<file path="config.mk">
export PLATFORM = sky130hd
export DESIGN_NAME = arith_logic_datapath
export DESIGN_NICKNAME = d
export VERILOG_FILES = /design/src/rtl/alu_adder.v /design/src/rtl/arith_logic_datapath.v
export VERILOG_INCLUDE_DIRS = /design/src /design/src/rtl
export SDC_FILE = /design/constraint.sdc
export NUM_CORES = 1
export LEC_CHECK = 0
export BUFFER_PORTS_ARGS = -buffer_cell sky130_fd_sc_hd__clkbuf_2
export CAP_MARGIN = 20
export CORE_UTILIZATION = 50
export CTS_CLUSTER_DIAMETER = 120
export CTS_CLUSTER_SIZE = 40
export DETAILED_ROUTE_END_ITERATION = 8
export MAX_ROUTING_LAYER = met4
export PLACE_DENSITY = 0.77
export SYNTH_ARGS = -nofsm -noshare
export SYNTH_HDL_FRONTEND = slang
export SYNTH_SLANG_ARGS = --single-unit
</file>
<file path="constraint.sdc">
create_clock -name mclk_in -period 12.55 [get_ports mclk_in]
set_input_delay 1.255 -clock mclk_in [delete_from_list [all_inputs] [get_ports mclk_in]]
set_output_delay 1.255 -clock mclk_in [all_outputs]
set_load 0.05 [all_outputs]
</file>
<file path="src/rtl/alu_defs.vh">
// constants of the arithmetic and logic datapath
`ifndef ALU_DEFS_VH
`define ALU_DEFS_VH
// ----------------------------------------
// operation codes
// ----------------------------------------
`define OP_NONE        5'h00
`define OP_ADD         5'h01
`define OP_ADD_CARRY   5'h02
`define OP_WORD_PLUS   5'h03
`define OP_SUB         5'h04
`define OP_DIFF_IMM    5'h05
`define OP_DIFF_BORROW 5'h06
`define OP_DIFF_IMM_BR 5'h07
`define OP_WORD_MINUS  5'h08
`define OP_AND         5'h09
`define OP_CONJ_IMM    5'h0A
`define OP_OR          5'h0B
`define OP_DISJ_IMM    5'h0C
`define OP_XOR         5'h0D
`define OP_INVERT      5'h0E
`define OP_ARITH_INV   5'h0F
`define OP_IO_SET      5'h10
`define OP_IO_CLEAR    5'h11
`define OP_SKIP_HIGH   5'h12
`define OP_SKIP_LOW    5'h13
// ----------------------------------------
// flag positions and reset values
// ----------------------------------------
`define FLAG_C         0
`define FLAG_Z         1
`define FLAG_N         2
`define FLAG_V         3
`define FLAG_S         4
`define FLAG_H         5
`define FLAGS_RESET    6'h00
// ----------------------------------------
// io bit space and constants
// ----------------------------------------
`define IO_BIT_MAX     6'h1F
`define ALL_ONES       8'hFF
`define ALL_ZEROS      8'h00
`define WORD_CYCLES    2'h2
`endif

</file>
<file path="src/rtl/alu_adder.v">
// eight-bit adder with carry, half carry and overflow
`timescale 1ns/1ps
`default_nettype none
module alu_adder (
	input  wire [7:0] a_in,
	input  wire [7:0] b_in,
	input  wire       sub_in,
	input  wire       cin_in,
	output wire [7:0] sum_out,
	output wire       carry_out,
	output wire       half_out,
	output wire       ovf_out
);
	wire [7:0] b_eff;
	wire [8:0] full;
	wire [4:0] low;
	wire       cin_eff;
	// ----------------------------------------
	// subtract as add of complement
	// ----------------------------------------
	assign b_eff     = sub_in ? ~b_in : b_in;
	assign cin_eff   = sub_in ? ~cin_in : cin_in;
	assign full      = {1'b0, a_in} + {1'b0, b_eff} + {8'h00, cin_eff};
	assign low       = {1'b0, a_in[3:0]} + {1'b0, b_eff[3:0]} + {4'h0, cin_eff};
	assign sum_out   = full[7:0];
	assign carry_out = sub_in ? ~full[8] : full[8];
	assign half_out  = sub_in ? ~low[4] : low[4];
	assign ovf_out   = (a_in[7] == b_eff[7]) && (full[7] != a_in[7]);
endmodule // alu_adder
`default_nettype wire

</file>
<file path="src/rtl/arith_logic_datapath.v">
// arithmetic and logic datapath of the small core
`timescale 1ns/1ps
`default_nettype none
`include "alu_defs.vh"
module arith_logic_datapath #(
	parameter WIDTH = 8
) (
	input  wire             mclk_in,
	input  wire             rstn_in,
	input  wire             start_in,
	input  wire [4:0]       op_in,
	input  wire [WIDTH-1:0] dst_in,
	input  wire [WIDTH-1:0] src_reg_in,
	input  wire [WIDTH-1:0] dst_high_in,
	input  wire [WIDTH-1:0] imm_in,
	input  wire [5:0]       io_addr_in,
	input  wire [2:0]       io_bit_in,
	input  wire [WIDTH-1:0] io_data_in,
	output wire             busy_out,
	output reg              done_out,
	output reg  [WIDTH-1:0] result_out,
	output reg  [WIDTH-1:0] result_high_out,
	output reg              result_we_out,
	output reg              result_high_we_out,
	output reg  [WIDTH-1:0] io_wdata_out,
	output reg  [WIDTH-1:0] io_wmask_out,
	output reg              io_we_out,
	output reg              skip_out,
	output reg              io_range_err_out,
	output wire [5:0]       flags_out
);
	reg  [5:0]       flags;
	reg  [5:0]       next_flags;
	reg              word_phase;
	reg  [WIDTH-1:0] word_high;
	reg              word_sub;
	reg              word_carry;
	reg  [WIDTH-1:0] add_a;
	reg  [WIDTH-1:0] add_b;
	reg              add_sub;
	reg              add_cin;
	wire [WIDTH-1:0] add_sum;
	wire             add_c;
	wire             add_h;
	wire             add_v;
	reg  [WIDTH-1:0] logic_res;
	wire [WIDTH-1:0] bit_mask;
	wire             io_ok;
	wire [WIDTH-1:0] res_word_hi;
	genvar           g;
	assign flags_out = flags;
	assign busy_out  = word_phase;
	assign io_ok     = (io_addr_in <= `IO_BIT_MAX);
	// ----------------------------------------
	// bit mask, one bit per lane
	// ----------------------------------------
	generate
		for (g = 0; g < WIDTH; g = g + 1) begin : g_mask
			assign bit_mask[g] = ({29'h00000000, io_bit_in} == g);
		end
	endgenerate
	// ----------------------------------------
	// shared adder
	// ----------------------------------------
	always @* begin
		add_a   = dst_in;
		add_b   = src_reg_in;
		add_sub = 1'b0;
		add_cin = 1'b0;
		if (word_phase) begin
			add_a   = word_high;
			add_b   = `ALL_ZEROS;
			add_sub = word_sub;
			add_cin = word_carry; // carry into high byte
		end else begin
			case (op_in)
				`OP_ADD: begin
					add_cin = 1'b0;
				end
				`OP_ADD_CARRY: begin
					add_cin = flags[`FLAG_C];
				end
				`OP_WORD_PLUS: begin
					add_b = imm_in;
				end
				`OP_SUB: begin
					add_sub = 1'b1;
				end
				`OP_DIFF_IMM: begin
					add_sub = 1'b1;
					add_b   = imm_in;
				end
				`OP_DIFF_BORROW: begin
					add_sub = 1'b1;
					add_cin = flags[`FLAG_C];
				end
				`OP_DIFF_IMM_BR: begin
					add_sub = 1'b1;
					add_b   = imm_in;
					add_cin = flags[`FLAG_C];
				end
				`OP_WORD_MINUS: begin
					add_sub = 1'b1;
					add_b   = imm_in;
				end
				`OP_ARITH_INV: begin
					add_sub = 1'b1;
					add_a   = `ALL_ZEROS;
					add_b   = dst_in;
				end
				default: begin
					add_cin = 1'b0;
				end
			endcase
		end
	end
	alu_adder u_adder (
		.a_in      (add_a),
		.b_in      (add_b),
		.sub_in    (add_sub),
		.cin_in    (add_cin),
		.sum_out   (add_sum),
		.carry_out (add_c),
		.half_out  (add_h),
		.ovf_out   (add_v)
	);
	// ----------------------------------------
	// logic unit
	// ----------------------------------------
	always @* begin
		case (op_in)
			`OP_AND:      logic_res = dst_in & src_reg_in;
			`OP_CONJ_IMM: logic_res = dst_in & imm_in;
			`OP_OR:       logic_res = dst_in | src_reg_in;
			`OP_DISJ_IMM: logic_res = dst_in | imm_in;
			`OP_XOR:      logic_res = dst_in ^ src_reg_in;
			`OP_INVERT:   logic_res = `ALL_ONES - dst_in;
			default:      logic_res = `ALL_ZEROS;
		endcase
	end
	assign res_word_hi = add_sum;
	// ----------------------------------------
	// next flags
	// ----------------------------------------
	always @* begin
		next_flags = flags;
		if (word_phase) begin
			// word flags from the full 16-bit result
			next_flags[`FLAG_Z] = (res_word_hi == `ALL_ZEROS) && (result_out == `ALL_ZEROS);
			next_flags[`FLAG_N] = res_word_hi[WIDTH-1];
			next_flags[`FLAG_V] = word_sub ? (word_high[WIDTH-1] & ~res_word_hi[WIDTH-1])
			                               : (~word_high[WIDTH-1] & res_word_hi[WIDTH-1]);
			next_flags[`FLAG_C] = add_c;
			next_flags[`FLAG_S] = next_flags[`FLAG_N] ^ next_flags[`FLAG_V];
		end else if (start_in) begin
			case (op_in)
				`OP_ADD, `OP_ADD_CARRY, `OP_SUB, `OP_DIFF_IMM, `OP_DIFF_BORROW,
				`OP_DIFF_IMM_BR, `OP_ARITH_INV: begin
					next_flags[`FLAG_Z] = (add_sum == `ALL_ZEROS);
					next_flags[`FLAG_C] = add_c;
					next_flags[`FLAG_N] = add_sum[WIDTH-1];
					next_flags[`FLAG_V] = add_v;
					next_flags[`FLAG_H] = add_h;
				end
				`OP_AND, `OP_CONJ_IMM, `OP_OR, `OP_DISJ_IMM, `OP_XOR: begin
					next_flags[`FLAG_Z] = (logic_res == `ALL_ZEROS);
					next_flags[`FLAG_N] = logic_res[WIDTH-1];
					next_flags[`FLAG_V] = 1'b0;
				end
				`OP_INVERT: begin
					next_flags[`FLAG_Z] = (logic_res == `ALL_ZEROS);
					next_flags[`FLAG_C] = 1'b1;
					next_flags[`FLAG_N] = logic_res[WIDTH-1];
					next_flags[`FLAG_V] = 1'b0;
				end
				`OP_IO_SET, `OP_IO_CLEAR, `OP_SKIP_HIGH, `OP_SKIP_LOW: begin
					next_flags = flags; // io bit ops leave every flag
				end
				default: begin
					next_flags = flags;
				end
			endcase
		end
	end
	// ----------------------------------------
	// sequencing and outputs
	// ----------------------------------------
	always @(posedge mclk_in) begin
		if (!rstn_in) begin
			flags              <= `FLAGS_RESET;
			word_phase         <= 1'b0;
			word_high          <= `ALL_ZEROS;
			word_sub           <= 1'b0;
			word_carry         <= 1'b0;
			done_out           <= 1'b0;
			result_out         <= `ALL_ZEROS;
			result_high_out    <= `ALL_ZEROS;
			result_we_out      <= 1'b0;
			result_high_we_out <= 1'b0;
			io_wdata_out       <= `ALL_ZEROS;
			io_wmask_out       <= `ALL_ZEROS;
			io_we_out          <= 1'b0;
			skip_out           <= 1'b0;
			io_range_err_out   <= 1'b0;
		end else begin
			flags              <= next_flags;
			done_out           <= 1'b0;
			result_we_out      <= 1'b0;
			result_high_we_out <= 1'b0;
			io_we_out          <= 1'b0;
			skip_out           <= 1'b0;
			io_range_err_out   <= 1'b0;
			if (word_phase) begin
				word_phase         <= 1'b0; // second clock of word op
				result_high_out    <= res_word_hi;
				result_high_we_out <= 1'b1;
				result_we_out      <= 1'b1;
				done_out           <= 1'b1;
			end else if (start_in) begin
				case (op_in)
					`OP_ADD, `OP_ADD_CARRY, `OP_SUB, `OP_DIFF_IMM, `OP_DIFF_BORROW,
					`OP_DIFF_IMM_BR, `OP_ARITH_INV: begin
						result_out    <= add_sum;
						result_we_out <= 1'b1;
						done_out      <= 1'b1;
					end
					`OP_WORD_PLUS, `OP_WORD_MINUS: begin
						result_out <= add_sum; // low byte held until phase two
						word_high  <= dst_high_in;
						word_sub   <= (op_in == `OP_WORD_MINUS);
						word_carry <= add_c;
						word_phase <= 1'b1;
					end
					`OP_AND, `OP_CONJ_IMM, `OP_OR, `OP_DISJ_IMM, `OP_XOR, `OP_INVERT: begin
						result_out    <= logic_res;
						result_we_out <= 1'b1;
						done_out      <= 1'b1;
					end
					`OP_IO_SET, `OP_IO_CLEAR: begin
						done_out <= 1'b1;
						if (io_ok) begin
							io_wmask_out <= bit_mask; // only the addressed bit
							io_wdata_out <= (op_in == `OP_IO_SET) ? bit_mask : `ALL_ZEROS;
							io_we_out    <= 1'b1;
						end else begin
							io_range_err_out <= 1'b1;
						end
					end
					`OP_SKIP_HIGH, `OP_SKIP_LOW: begin
						done_out <= 1'b1;
						if (io_ok) begin
							skip_out <= ((|(io_data_in & bit_mask)) == (op_in == `OP_SKIP_HIGH));
						end else begin
							io_range_err_out <= 1'b1;
						end
					end
					default: begin
						done_out <= 1'b1;
					end
				endcase
			end
		end
	end
endmodule // arith_logic_datapath
`default_nettype wire

</file>
==> results.json <==
{
  "hold_viol_final": 0,
  "postRouteWirelength_um": 10700,
  "final_layout_size_suffix_gt1_frac": 0.229,
  "slew_headroom": 0.428,
  "n_fill_cell": 681,
  "crit_required_ps": 12770,
  "min_path_type": "reg -> reg",
  "post_cts_buffers": 0,
  "io_buffers": 96,
  "cts_buffer_depth": 2,
  "ioPinCount": 102,
  "grt_use_total": 0.283,
  "root_buffer": "clkbuf_8",
  "yosysSeqAreaShare": 0.296,
  "htree_levels": 2,
  "antenna_found_initial": 0,
  "dieArea_um2": 7790,
  "endpoint_kind": "register",
  "max-cap-violations": 0,
  "placed_cells": 638,
  "gr-total-overflow": 0,
  "netlist_instances": 471,
  "hold_depth": 2,
  "setup_viol": 0,
  "dieHeight_um": 88.3,
  "synth_common_cells": "nor2_1 (63), dfxtp_1 (55), nand2_1 (38)",
  "area_growth_pct": 15.4,
  "finClkSkew_ps": 10.8,
  "synth_warnings": 0,
  "clk_pin_slew_ps": 120,
  "yosysUniqueCellTypes": 69,
  "period_share": 0.439,
  "drv_slew": 0,
  "synth-edff-count": 0,
  "grt_max_degree": 52,
  "wire_per_inst_um": 16.5,
  "fp.dieW_um": 88.3,
  "drt_iter0_drc": 282,
  "syn_area_per_cell_um2": 7.90,
  "tightestPinTransition_ps": 852,
  "syn-num-nets": 537,
  "reg2reg_slack_ps": 8600,
  "clk-insertion-delay-late_ps": 330,
  "ys_ff_latch": 55,
  "fin_nets": 612,
  "clkSinkCount": 55,
  "peakVddDrop_mv": 0.0492,
  "vias": 3857,
  "grt_pass1_wl_um": 16600,
  "arrival_ps": 5730,
  "critPathLaunchType": "primary input",
  "p_total_mw": 0.433,
  "post-route-drc-count": 0,
  "drtPass1Iterations": 5,
  "grt_pass1_vias": 3436,
  "place_congestion": 0.899,
  "status": "completed",
  "synthTopCellsByArea": "dfxtp_1 (30%), mux2i_1 (7.0%), nor2_1 (6.4%)",
  "synth_most_common_cell": "nor2_1",
  "ctsResizeCount": 0,
  "final_cells": 646,
  "fmax_mhz": 181,
  "setup-tns-final_ps": 0,
  "vias_per_cell": 5.97,
  "synth_flop_cell": "dfxtp_1",
  "p_leak_nw": 1.96,
  "hpwl_um": 8100,
  "start_util": 0.516,
  "ctsHoldBuffers": 0,
  "rr_worst_depth": 13,
  "yosys.area.top_type": "dfxtp_1",
  "path_max_fanout": 21,
  "async_flop_share": 0,
  "diodes": 0,
  "worstSetupPathType": "in -> reg",
  "antenna_left": 0,
  "yosysTopAreaCellShare": 0.296,
  "coreArea_um2": 7210,
  "layout_min_cycle_time_ps": 5510,
  "syn-cell-area_um2": 3720,
  "cts_inserted_buffers": 5,
  "power_density_nw_per_um2": 101,
  "row_count": 31,
  "grt_setup_unrepaired": "no",
  "cts_tree": "built"
}
-- cells by family after synthesis --
| family | synth area share |
|---|---|
| simple gates | 0.260 |
| compound gates | 0.256 |
| flops | 0.296 |
| buf+inv | 0.0444 |
| xor+xnor | 0.0330 |
| mux | 0.0760 |
| fa+ha+maj | 0.0343 |
-- path summary, 6_finish.rpt --
check,startpoint,end
max,op_in[1],flags_out[1]$_SDFFE_PN0P_
min,flags_out[5]$_SDFFE_PN0P_,flags_out[5]$_SDFFE_PN0P_
max reg2reg,busy_out$_SDFF_PP0_,flags_out[1]$_SDFFE_PN0P_
min reg2reg,flags_out[5]$_SDFFE_PN0P_,flags_out[5]$_SDFFE_PN0P_
-- registers in the layout, indices dropped and copies added (netlist names), 6 cells and up --
signal,cells
word_high,8
io_wdata_out,8
flags_out,6
io_wmask_out,8
result_out,8
result_high_out,8
-- layout make-up --
class	instances	area [um^2]	area share
well taps	99	124	0.0289
clock inverters	3	33.8	0.00787
clock buffers	5	68.8	0.0160
flip-flops and latches	55	1100	0.257
repair buffers	97	488	0.114
inverters	6	22.5	0.00525
multi-input cells	381	2450	0.572
-- routing by layer --
layer,part of all wire,vias up,track usage
li1,-,1885,-
met1,0.45,1815,0.360
met2,0.48,136,0.467
met3,0.058,21,0.0429
met4,0.018,0,0.0777
met5,0,-,-
-- through the flow --
stage               area, um^2  utilization  setup WS (ps)  hold WS [ps]
finish                    4290        0.595           7040           491
detailed placement        4190        0.581           6750           475
CTS                       4290        0.595           7090           492
global placement          4190        0.581           6810           453
floorplan                 3720            -           7530           464
global route              4290        0.595           6740           534
-- worst max-delay path, cell delays in order --
cell,delay (ps)
clkbuf_2,280
or4b_1,580
a21oi_2,430
nor2_1,230
a21boi_0,230
mux2_2,180
nand2_1,70
fa_1,440
fa_1,410
nand2b_1,170
a21oi_1,420
a21o_1,190
a21oi_1,70
xnor2_1,330
nor4_1,90
or3_1,340
-- report_power, final --
part | internal, mW | total (mW) | switching, mW
combinational | 0.0475 | 0.138 | 0.0910
clock | 0.0426 | 0.112 | 0.0690
sequential | 0.180 | 0.183 | 0.00324
-- layout by cell type (no fill, tap or decap), drive strengths merged, types with 6 or more instances in the layout --
cell type	Yosys	final
xnor2	9	9
inv	6	8
and3	12	12
nor3b	6	6
nand3	15	15
a21oi	29	29
dfxtp	55	55
o21ai	34	34
a211o	7	7
a211oi	6	6
ha	7	7
a22o	8	8
a22oi	13	13
nor3	12	12
mux2i	26	26
nand2	39	39
clkbuf	16	101
a221o	6	6
a221oi	6	6
a31oi	7	7
nor2	65	65
Power figures use the tool's default switching activity.
